--- src/hdl/tx_status_pkg.sv ---
// Constants for the transmit status block
package tx_status_pkg;
	// Register offsets
	localparam logic [15:0] ADDR_CONTROL = 16'ha008;
	localparam logic [15:0] ADDR_STATUS  = 16'ha00c;
	localparam logic [15:0] ADDR_MASK    = 16'ha100;
	localparam logic [15:0] ADDR_EVENTS  = 16'ha104;
	localparam logic [31:0] RESET_WORD   = 32'h0000_0000;
	// Status field positions
	localparam int COUNT_LSB    = 0;
	localparam int EXCESS_BIT   = 4;
	localparam int DEFER_BIT    = 5;
	localparam int PAUSE_BIT    = 6;
	localparam int TXINT_BIT    = 7;
	localparam int UNDER_BIT    = 8;
	localparam int TIMEOUT_BIT  = 9;
	localparam int CARRIER_BIT  = 10;
	localparam int SQE_BIT      = 11;
	localparam int LATE_BIT     = 12;
	localparam int PARITY_BIT   = 13;
	localparam int COMP_BIT     = 14;
	localparam int HALT_BIT     = 15;
	// Control field positions
	localparam int EN_BIT       = 0;
	localparam int IMMEDIATE_HALT_BIT_BIT  = 1;
	localparam int SPEED10_BIT  = 2;
	localparam int SQE_EN_BIT   = 7;
	// Timing, clock 20 MHz
	localparam int  CLK_NS        = 50;
	localparam int  DEFER100_NS   = 327680;
	localparam int  DEFER10_NS    = 3276800;
	localparam int  DEFER100_CYC  = DEFER100_NS / CLK_NS;
	localparam int  DEFER10_CYC   = DEFER10_NS / CLK_NS;
	localparam int  SQE_WIN_NS    = 6400;
	localparam int  SQE_WIN_CYC   = SQE_WIN_NS / CLK_NS;
	localparam int  LATE_BITS     = 512;
	localparam logic [4:0] MAX_COLL = 5'h10;
endpackage

--- src/hdl/sqe_watch.sv ---
// Watches for the signal-quality test pulse after each transmission
`timescale 1ns/1ps
module sqe_watch #(
	parameter int WIN_CYC = tx_status_pkg::SQE_WIN_CYC
) (
	// Clock and reset
	input  wire logic sys_clk,
	input  wire logic srst,
	// Events
	input  wire logic tx_done,
	input  wire logic col_sync,
	output logic      sqe_missing
);
	logic [15:0] count;
	logic        armed;
	wire         expired = armed && (count == 16'(WIN_CYC - 1));
	always_ff @(posedge sys_clk) begin
		if (srst) begin
			armed       <= 1'b0;
			count       <= 16'h0000;
			sqe_missing <= 1'b0;
		end else begin
			sqe_missing <= expired && !col_sync;
			if (tx_done) begin
				armed <= 1'b1;
				count <= 16'h0000;
			end else if (armed && (col_sync || expired)) begin
				armed <= 1'b0;
			end else if (armed) begin
				count <= count + 16'h0001;
			end
		end
	end
endmodule

--- src/hdl/tx_status.sv ---
// Transmit status register with interrupt logic of an Ethernet MAC
// Notes on behaviour
// Low four status bits hold collisions of the latest successful packet.
// Sixteen collisions abort the packet and set excess flag bit 4.
// Deferred transmission sets bit 5.
// Transmission held by a pause request sets bit 6.
// A packet raising an interrupt condition sets bit 7.
// Transmit FIFO running empty mid packet sets bit 8.
// Deferring for the maximum deferral time sets bit 9.
// Carrier sense never seen during a packet sets bit 10.
// Transceiver pulses collision 1.6 us after a packet, for 1.5 us.
// Missing signal-quality pulse within 6.4 us sets bit 11.
// Collision after 512 bit times sets bit 12.
// Transmit FIFO parity error sets bit 13.
// Each packet sent or discarded sets bit 14.
// Halt by clearing enable or immediate halt sets bit 15.
// Each set flag raises an interrupt when its enable is set; enable bit 11 gates excess collision, not the SQE flag.
// Parity error also clears transmit enable when its interrupt is enabled.
// Count is zero while the excess flag is set.
// Bits 31 to 16 read zero; writes to them are ignored.
// Flags hold until a software clear; bits 4 to 8, 10 and 12 also clear at the next packet.
`timescale 1ns/1ps
module tx_status #(
	parameter int DEFER100_CYC = tx_status_pkg::DEFER100_CYC,
	parameter int DEFER10_CYC  = tx_status_pkg::DEFER10_CYC,
	parameter int SQE_WIN_CYC  = tx_status_pkg::SQE_WIN_CYC
) (
	// Clock and reset
	input  wire logic        sys_clk,
	input  wire logic        srst,
	// Register port
	input  wire logic [15:0] reg_addr,
	input  wire logic [31:0] reg_wdata,
	input  wire logic        reg_write,
	input  wire logic        reg_read,
	output logic      [31:0] reg_rdata,
	// Transmit engine events, one-cycle pulses except the deferring, paused and fifo_empty levels
	input  wire logic        tx_start,
	input  wire logic        tx_done,
	input  wire logic        tx_discard,
	input  wire logic        collision,
	input  wire logic        deferring,
	input  wire logic        paused,
	input  wire logic        fifo_empty,
	input  wire logic        fifo_parity_err,
	input  wire logic        bit_tick,
	// PHY pins
	input  wire logic        phy_crs,
	input  wire logic        phy_col,
	// Control out and interrupt
	output logic             transmit_enable_bit,
	output logic             tx_irq
);
	// Control bits
	logic        immediate_halt_bit;
	logic        speed10;
	logic        sqe_test_en;
	logic [14:8] enables;
	// Status fields
	logic [3:0]  collision_count;
	logic        excess_collision_flag;
	logic        deferred_flag;
	logic        pause_flag;
	logic        transmit_interrupt_flag;
	logic        underrun_flag;
	logic        timeout_flag;
	logic        carrier_lost_flag;
	logic        sqe_flag;
	logic        late_collision_flag;
	logic        fifo_parity_flag;
	logic        completion_flag;
	logic        halted_flag;
	// Generic interrupt block
	logic [15:0] event_status;
	logic [15:0] event_mask;
	// Per-packet tracking, deferral timer, pin synchronisers and SQE result
	logic        in_packet;
	logic [4:0]  coll_run;
	logic [9:0]  bit_count;
	logic        crs_seen;
	logic [21:0] defer_count;
	logic [1:0]  crs_pipe;
	logic [1:0]  col_pipe;
	logic        sqe_missing;

	wire crs_sync = crs_pipe[1];
	wire col_sync = col_pipe[1];

	// Decode
	wire wr_ctrl   = reg_write && (reg_addr == tx_status_pkg::ADDR_CONTROL);
	wire wr_stat   = reg_write && (reg_addr == tx_status_pkg::ADDR_STATUS);
	wire wr_mask   = reg_write && (reg_addr == tx_status_pkg::ADDR_MASK);
	wire wr_events = reg_write && (reg_addr == tx_status_pkg::ADDR_EVENTS);

	// Events
	wire [4:0] coll_next   = coll_run + 5'h01;
	wire       coll_excess = in_packet && collision && (coll_next == tx_status_pkg::MAX_COLL);
	wire       late_ev     = in_packet && collision && (bit_count >= 10'(tx_status_pkg::LATE_BITS));
	wire       under_ev    = in_packet && fifo_empty;
	wire [21:0] defer_lim  = speed10 ? 22'(DEFER10_CYC - 1) : 22'(DEFER100_CYC - 1);
	wire       timeout_ev  = deferring && (defer_count == defer_lim);
	wire       pkt_end     = tx_done || tx_discard || coll_excess;
	wire       nocarr_ev   = tx_done && !crs_seen && !crs_sync;
	wire       halt_ev     = wr_ctrl && ((transmit_enable_bit && !reg_wdata[tx_status_pkg::EN_BIT])
	                        || (!immediate_halt_bit && reg_wdata[tx_status_pkg::IMMEDIATE_HALT_BIT_BIT]));
	wire       sqe_ev      = sqe_missing && sqe_test_en;
	wire       err_int     = (under_ev && enables[8]) || (timeout_ev && enables[9])
	                        || (nocarr_ev && enables[10]) || (coll_excess && enables[11])
	                        || (late_ev && enables[12]) || (fifo_parity_err && enables[13])
	                        || (pkt_end && enables[14]);
	wire [15:0] status_word = {halted_flag, completion_flag, fifo_parity_flag, late_collision_flag,
	                           sqe_flag, carrier_lost_flag, timeout_flag, underrun_flag,
	                           transmit_interrupt_flag, pause_flag, deferred_flag,
	                           excess_collision_flag, collision_count};
	wire [15:0] ctrl_word   = {1'b0, enables, sqe_test_en, 4'h0, speed10, immediate_halt_bit,
	                           transmit_enable_bit};
	wire [15:0] event_set   = {halt_ev, pkt_end, fifo_parity_err, late_ev, sqe_ev, nocarr_ev,
	                           timeout_ev, under_ev, err_int, paused, deferring, coll_excess, 4'h0};
	wire [15:0] clr_mask    = wr_events ? reg_wdata[15:0] : 16'h0000;
	wire [31:0] read_mux    = (reg_addr == tx_status_pkg::ADDR_CONTROL) ? {16'h0000, ctrl_word} :
	                          (reg_addr == tx_status_pkg::ADDR_STATUS)  ? {16'h0000, status_word} :
	                          (reg_addr == tx_status_pkg::ADDR_MASK)    ? {16'h0000, event_mask} :
	                          (reg_addr == tx_status_pkg::ADDR_EVENTS)  ? {16'h0000, event_status} :
	                          32'h0000_0000;

	sqe_watch #(
		.WIN_CYC     (SQE_WIN_CYC)
	) u_sqe (
		.sys_clk     (sys_clk),
		.srst        (srst),
		.tx_done     (tx_done),
		.col_sync    (col_sync),
		.sqe_missing (sqe_missing)
	);

	// Pin synchronisers
	always_ff @(posedge sys_clk) begin
		if (srst) begin
			crs_pipe <= 2'b00;
			col_pipe <= 2'b00;
		end else begin
			crs_pipe <= {crs_pipe[0], phy_crs};
			col_pipe <= {col_pipe[0], phy_col};
		end
	end

	// Control register
	always_ff @(posedge sys_clk) begin
		if (srst) begin
			transmit_enable_bit <= 1'b0;
			immediate_halt_bit  <= 1'b0;
			speed10             <= 1'b0;
			sqe_test_en         <= 1'b0;
			enables             <= 7'h00;
		end else begin
			if (wr_ctrl) begin
				transmit_enable_bit <= reg_wdata[tx_status_pkg::EN_BIT];
				immediate_halt_bit  <= reg_wdata[tx_status_pkg::IMMEDIATE_HALT_BIT_BIT];
				speed10             <= reg_wdata[tx_status_pkg::SPEED10_BIT];
				sqe_test_en         <= reg_wdata[tx_status_pkg::SQE_EN_BIT];
				enables             <= reg_wdata[14:8];
			end
			if (fifo_parity_err && enables[13])
				transmit_enable_bit <= 1'b0;
		end
	end

	// Packet tracking
	always_ff @(posedge sys_clk) begin
		if (srst || tx_start) begin
			in_packet <= tx_start;
			coll_run  <= 5'h00;
			bit_count <= 10'h000;
			crs_seen  <= 1'b0;
		end else begin
			if (pkt_end)
				in_packet <= 1'b0;
			if (in_packet && collision)
				coll_run <= coll_next;
			if (in_packet && bit_tick && bit_count != 10'h3ff)
				bit_count <= bit_count + 10'h001;
			if (in_packet && crs_sync)
				crs_seen <= 1'b1;
		end
	end

	// Deferral timer
	always_ff @(posedge sys_clk) begin
		if (srst || !deferring || timeout_ev)
			defer_count <= 22'h000000;
		else
			defer_count <= defer_count + 22'h000001;
	end

	// Status register; hardware set wins over software clear
	always_ff @(posedge sys_clk) begin
		if (srst) begin
			{halted_flag, completion_flag, fifo_parity_flag, late_collision_flag, sqe_flag,
			 carrier_lost_flag, timeout_flag, underrun_flag, transmit_interrupt_flag,
			 pause_flag, deferred_flag, excess_collision_flag} <= 12'h000;
			collision_count <= 4'h0;
		end else begin
			if (tx_start) begin
				{excess_collision_flag, deferred_flag, pause_flag, transmit_interrupt_flag,
				 underrun_flag, carrier_lost_flag, late_collision_flag} <= 7'h00;
			end else if (wr_stat) begin
				{halted_flag, completion_flag, fifo_parity_flag, late_collision_flag, sqe_flag,
				 carrier_lost_flag, timeout_flag, underrun_flag, transmit_interrupt_flag,
				 pause_flag, deferred_flag, excess_collision_flag} <=
				{halted_flag, completion_flag, fifo_parity_flag, late_collision_flag, sqe_flag,
				 carrier_lost_flag, timeout_flag, underrun_flag, transmit_interrupt_flag,
				 pause_flag, deferred_flag, excess_collision_flag} & ~reg_wdata[15:4];
			end
			if (tx_done)
				collision_count <= coll_run[3:0];
			if (coll_excess) begin
				excess_collision_flag <= 1'b1;
				collision_count       <= 4'h0;
			end
			if (in_packet && deferring) deferred_flag <= 1'b1;
			if (in_packet && paused) pause_flag <= 1'b1;
			if (err_int) transmit_interrupt_flag <= 1'b1;
			if (under_ev) underrun_flag <= 1'b1;
			if (timeout_ev) timeout_flag <= 1'b1;
			if (nocarr_ev) carrier_lost_flag <= 1'b1;
			if (sqe_ev) sqe_flag <= 1'b1;
			if (late_ev) late_collision_flag <= 1'b1;
			if (fifo_parity_err) fifo_parity_flag <= 1'b1;
			if (pkt_end) completion_flag <= 1'b1;
			if (halt_ev) halted_flag <= 1'b1;
		end
	end

	// Interrupt status, mask and output
	always_ff @(posedge sys_clk) begin
		if (srst) begin
			event_status <= 16'h0000;
			event_mask   <= 16'h0000;
			tx_irq       <= 1'b0;
			reg_rdata    <= tx_status_pkg::RESET_WORD;
		end else begin
			event_status <= (event_status & ~clr_mask) | event_set;
			if (wr_mask)
				event_mask <= reg_wdata[15:0];
			tx_irq    <= |(event_status & event_mask) || err_int;
			reg_rdata <= reg_read ? read_mux : 32'h0000_0000;
		end
	end
endmodule

--- config.mk ---
export PLATFORM = sky130hd
export DESIGN_NAME = tx_status
export DESIGN_NICKNAME = d
export VERILOG_FILES = /design/src/hdl/tx_status_pkg.sv /design/src/hdl/sqe_watch.sv /design/src/hdl/tx_status.sv
export SDC_FILE = /design/constraint.sdc
export NUM_CORES = 1
export LEC_CHECK = 0
export ABC_AREA = 1
export BUFFER_PORTS_ARGS = -buffer_cell sky130_fd_sc_hd__clkbuf_2
export CAP_MARGIN = 20
export CELL_PAD_IN_SITES_DETAIL_PLACEMENT = 1
export CELL_PAD_IN_SITES_GLOBAL_PLACEMENT = 2
export CORE_MARGIN = 8
export CORE_UTILIZATION = 25
export CTS_BUF_LIST = sky130_fd_sc_hd__clkbuf_4
export CTS_CLUSTER_DIAMETER = 60
export CTS_CLUSTER_SIZE = 28
export DETAILED_ROUTE_END_ITERATION = 8
export HOLD_SLACK_MARGIN = 0.1
export PLACE_DENSITY = 0.74
export SLEW_MARGIN = 10
export SYNTH_ARGS = -nofsm -noshare
export SYNTH_HDL_FRONTEND = slang
export SYNTH_SLANG_ARGS = --single-unit
--- constraint.sdc ---
create_clock -name sys_clk -period 2.45 [get_ports sys_clk]
set_clock_uncertainty 0.05 [all_clocks]
set_input_delay 0 -clock sys_clk [delete_from_list [all_inputs] [get_ports sys_clk]]
set_output_delay 0 -clock sys_clk [all_outputs]
set_load 0.01 [all_outputs]
# Word level (Yosys, flattened, before mapping)
# Index checks and enable logic that the tools add are counted.
word_totals:
  register_bits: 153
  latchBits: 0
  mem_bits_rw: 0
  mem_bits_ro: 0
  n_memories: 0
classes:
  add_sub_neg: 4
  n_mul: 0
  div_mod_pow: 0
  order_cmp: 1
  n_eq_ne: 13
  shift: 0
  n_mux: 46
  n_bitwise: 8
  n_reduce_logical: 77
op_table:
  columns: ["op", "n"]
  rows:
  - ["2-to-1 mux 16 bit", 5]
  - ["equality test 16 bit (second input constant)", 4]
  - ["2-to-1 mux 1 bit", 40]
  - ["AND 16 bit", 2]
  - ["logical AND 1 bit", 30]
  - ["adder 22 x 1 -> 22 bit (second input constant)", 1]
  - ["equality test 22 x 16 -> 1 bit", 1]
  - ["nonzero test 3 bit", 7]
  - ["adder 16 x 1 -> 16 bit (second input constant)", 1]
  - ["equality test 16 x 7 -> 1 bit (second input constant)", 1]
  - ["NOT 16 bit", 1]
  - ["bitwise OR 16 bit", 1]
  - ["OR reduction 16 bit", 1]
  - ["2-to-1 mux 15 bit", 1]
  - ["logical OR 1 bit", 14]
  - ["nonzero test 2 bit", 7]
  - ["AND 12 bit", 1]
  - ["NOT 12 bit", 1]
  - ["AND reduction 2 bit", 6]
  - ["adder 10 x 1 -> 10 bit (second input constant)", 1]
  - ["greater-or-equal comparator 10 bit (second input constant)", 1]
  - ["!= test 10 bit (second input constant)", 1]
  - ["!= test 2 x 1 -> 1 bit (second input constant)", 5]
  - ["OR reduction 2 bit", 4]
  - ["6 further kinds", 12]

# Depth between registers and ports, before layout
depth:
  ltp_word: 11
  mapped_depth: 12
  depth_no_buf: 11

# By module
# Synthesis repeated with hierarchy kept, for this count alone.
unflattened:
  hier_cells: 992
  area_unflattened_um2: 6874.1
modules_own_cells:
  columns: ["module", "n_inst", "cells_per_inst", "area_per_inst_um2"]
  rows:
  - ["tx_status", 1, 817, 5774.3]
  - ["sqe_watch", 1, 175, 1099.8]

# Worst setup path after synthesis
# OpenSTA, ideal clock, no wires.
synth_timing:
  path_kind: "flip-flop to flip-flop"
  from: "register u_sqe.count[0]"
  to: "register u_sqe.count[10]"
  setup_ns: 0.122
  arrival_time_ns: 1.417
  required_ns: 2.278
  setup_slack_ns: 0.862
  path_stages_with_launch: 10
  n_path_buf: 1
  period_less_slack_ns: 1.588
  path_cell_list: "dfxtp_1 -> ha_1 -> nand3_1 -> nor2_1 -> nand3_1 -> nand2_1 -> inv_1 -> buf_2 -> o21ai_0 -> a21oi_1"
synth_via:
  elab_chain_cells: 6
synth_lines:
  columns: ["element", "line", "source"]
  rows:
  - ["start, declared", "sqe_watch.sv:14", "logic [15:0] count;"]
  - ["start signal, assigned", "sqe_watch.sv:30", "count <= count + 16'h0001;"]
  - ["parallel branches: the longest is 6 deep, another holds adder 16 x 1 -> 16 bit", null, null]
# Several ways; the timed one is not identified.
# A chain may end at the register's enable or synchronous reset.

# Worst setup path in the final report
layout_timing:
  from: "input reg_addr[3]"
  to: "register transmit_enable_bit"
layout_via:
  elab_chain_cells: 2
layout_lines:
  columns: ["element", "line", "source"]
  rows:
  - ["start, declared", "tx_status.sv:32", "input wire logic [15:0] reg_addr,"]
  - ["equality test 16 bit", "tx_status.sv:90", "wire wr_ctrl = reg_write && (reg_addr == tx_status_pkg::ADDR_CONTROL);"]
  - ["logical AND 1 bit", "tx_status.sv:90", null]
  - ["end signal, assigned", "tx_status.sv:157", "transmit_enable_bit <= reg_wdata[tx_status_pkg::EN_BIT];"]
  - ["end, declared", "tx_status.sv:51", "output logic transmit_enable_bit,"]
# Every way passes these cells.

==> summary.txt <==
Synth
  • Mapped Avg Cell Area: 6.865 um^2
  • Distinct cells, synth: 42
  • Sequential fraction of the synthesis area: 41.51%
  • Top cell type's share of synthesized area: 41.06%
  • YS warnings: 0
  • Post-synth EDFFs: 1
  • Cells after Synth: 966
  • Top cells by count, synth: nand2_1 (257), dfxtp_1 (136), nor2_1 (122), inv_1 (98), a21oi_1 (75)
  • FFs w/ async S/R, synth: 0%
  • Cell with the most instances after synthesis: nand2_1
  • Synth Register Bits: 137
  • Synth Flop Type: dfxtp_1
  • Largest area contributor in the netlist: dfxtp_1
  • Synthesized area: 6631 um^2
  • Synth top area cells: dfxtp_1 (41%), nand2_1 (15%), nor2_1 (6.9%), a21oi_1 (5.7%), inv_1 (5.5%)

Detailed routing
  • Drt via density: 4.545
  • Vias: 6608
  • Wire per inst: 14.65 um
  • Pre-antenna DRT Iters: 5
  • Detailed Route WL: 21290 um
  • DRT antenna net count: 0
  • DRC violations left: 0
  • Iter 0 DRT Violations: 214

Die
  • Die Ht: 178.9 um
  • Die area: 31990 um^2
  • Die W: 178.9 um
  • Site Rows: 59
  • IO Pins: 97
  • Core Box Area: 26060 um^2
  • Initial Util: 25.45%

Power and ir drop
  • LEAKAGE: 3.265 nW
  • PwrDens: 491.5 nW/um^2
  • Peak supply drop: 0.2528 mV

Setup path
  • Required @ worst endpoint: 2.88 ns
  • Crit-path max cell delay: 0.65 ns
  • Critical path's most frequent cell: dlygate4sd3_1
  • Worst path bufs/invs: 5
  • Startpoint class of the critical path: primary input
  • Critical Path Sink: transmit_enable_bit$_SDFFE_PP0P_
  • CP Class: primary input to register
  • Critical path endpoint category: register
  • R2R Setup Slk: 0.54 ns
  • RR Startpoint: u_sqe.count[0]$_SDFFE_PP0P_
  • Crit path depth: 11
  • Worst reg2reg path endpoint: u_sqe.count[12]$_SDFFE_PP0P_
  • Crit path launch: reg_addr[3]
  • Worst r2r path cells: 8
  • Crit path max-delay family: buffers and inverters
  • Worst Path Max Fanout: 7
  • Critical-path cell list: dlygate4sd3_1, clkbuf_2, nand2_2, dlygate4sd3_1, nor2_2, nand2_1, nor2_4, buf_4, dlygate4sd3_1, nand2_1, a21oi_1
  • Worst path slowest cell: dlygate4sd3_1
  • CP arrival: 2.80 ns

Timing
  • Slew Limit Headroom: 51.99%
  • RSZ-0062 raised after global routing: false
  • Hold_ws: 0.1437 ns
  • Final Hold Viols: 0
  • Fin crit share: 96.68%
  • Fin Setup TNS: 0 ns
  • Tightest Pin Transition: 0.7201 ns
  • Fmax: 422.2 MHz
  • Setup violations, final: 0
  • Tmin final: 2.369 ns
  • Slew Viols, Final: 0

Final layout
  • Fillcell total: 3327
  • Share of cells above drive strength 1: 12.98%
  • Area Overhead vs Synth: 24.21%
  • Area of the multi-input gates: 3282 um^2
  • FF+latch area: 2753 um^2
  • Nets: 1173

Placement
  • IO Port Bufs: 64
  • DP Wirelength: 15370 um
  • RD Place Congestion: 0.7603

Job
  • Max Cap Violations: 0

Clock tree
  • Clk_lat worst skew: 0.56 ns
  • TritonCTS Buffers: 17
  • Clock tree buffer depth: 2
  • H-tree depth: 4
  • Worst-path clk slew: 0.13 ns
  • Clock Sinks: 137
  • TritonCTS clock tree: done
  • CTS root buf: clkbuf_4

Global routing
  • Antenna violations before repair: 3
  • First-pass GRT wire length: 34690 um
  • Largest net degree at the start of global routing: 31
  • Vias in the first global route: 6818
  • Total GRT Usage: 13.66%
  • Total grt overflow: 0

Worst hold path
  • Worst hold path class: primary input to register
  • Min-Delay Path Depth: 9

Status
  • Status: finished clean
==> worst min-delay path, stage by stage <==
cell and delay (ns):
clkbuf_2 0.14, nand3_1 0.10, nor2_1 0.05, nand2_1 0.05
nor2_1 0.05, buf_6 0.13, nand2_1 0.05, nand2_1 0.04
a21oi_1 0.10
==> area by class of cell <==
class | count | share of cell area [%]
diodes | 2 | 0.06076
clock buffers | 19 | 1.732
clock inverters | 13 | 1.473
inverters | 101 | 4.603
multi-input cells | 698 | 39.85
flip-flops and latches | 137 | 33.42
well taps | 335 | 5.089
repair buffers | 149 | 13.78
==> layout by cell type, fill, tap and decap left out, types with 2 or more instances in the layout <==
cell	instances
a21oi_1	75
a221oi_1	4
a31oi_1	5
buf_4	20
clkbuf_2	64
clkbuf_4	19
clkinv_2	2
clkinv_4	3
clkinvlp_4	3
conb_1	16
dfxtp_1	136
diode_2	2
dlygate4sd3_1	62
ha_1	6
inv_1	98
inv_2	2
inv_6	3
nand2_1	257
nand2_2	6
nand3_1	65
nand3b_1	2
nand4_1	11
nor2_1	121
nor2_2	4
nor2_4	7
nor3_1	19
nor3_2	4
nor3b_1	3
o21a_1	2
o21ai_0	59
o21ai_1	4
o22ai_1	2
xnor2_1	4
xor2_1	11
==> metal layers <==
metal  wire (um)  GRT usage [%]
met5           8              0
met4         315          4.513
met3         655          2.211
met2       10260          23.00
met1       10060          17.48
==> how the worst min path moves through the flow <==
stage / from / endpoint / slack, ns
global placement: phy_crs / crs_pipe[0]$_SDFF_PP0_ / 0.15
CTS: phy_crs / crs_pipe[0]$_SDFF_PP0_ / 0.10
floorplan: reg_wdata[3] / event_status[3]$_SDFF_PP0_ / 0.05
detailed placement: phy_col / col_pipe[0]$_SDFF_PP0_ / 0.16
finish: reg_addr[2] / event_status[15]$_SDFF_PP0_ / 0.14
global route: phy_col / col_pipe[0]$_SDFF_PP0_ / 0.13
==> logic make-up (layout without fill, tap and decap cells) <==
| family | Yosys count | count (layout) | synth area share, % |
|---|---|---|---|
| xor gates and xnor gates | 15 | 15 | 1.981 |
| AOI/OAI and AO/OA | 156 | 156 | 12.42 |
| other | 1 | 18 | 0.05655 |
| and+or+nand+nor | 505 | 505 | 32.87 |
| buffers and inverters | 146 | 282 | 10.04 |
| adders and majority gates | 6 | 6 | 1.132 |
| DFF | 137 | 137 | 41.51 |
==> sequential cells by signal, summed over array words and instances, names as in the netlist, 2 cells and up <==
register	cells
defer_count	22
event_mask	16
event_status	16
reg_rdata	16
u_sqe.count	16
bit_count	10
enables	7
coll_run	5
collision_count	4
col_pipe	2
crs_pipe	2
==> power breakdown <==
group          internal (mW)  switching (mW)  total [mW]
sequential              2.26          0.0220        2.28
combinational          0.128           0.183       0.311
clock                  0.536           0.922        1.46
==> metrics by stage <==
| stage | util (%) | cells | power, mW | setup slack (ns) | cell area (um^2) |
|---|---|---|---|---|---|
| 2_1_floorplan | - | 981 | 2.476 | 0.8616 | 6688 |
| 5_1_grt | 31.61 | 1454 | 4.275 | 0.009175 | 8237 |
| 3_3_place_gp | 27.97 | 1353 | 2.576 | 0.5577 | 7288 |
| 3_5_place_dp | 27.97 | 1353 | 2.579 | 0.5483 | 7288 |
| 4_1_cts | 31.40 | 1448 | 4.126 | 0.01389 | 8183 |
| 6_report | 31.61 | 1454 | 4.048 | 0.08142 | 8237 |
==> repair_timing <==
action	4_1_cts	5_1_grt
hold endpoints to repair	127	0
endpoints found under the setup margin	0	2
gates resized for setup	0	5
setup buffers	0	4
hold buffers	63	0
Power figures use the tool's default switching activity.
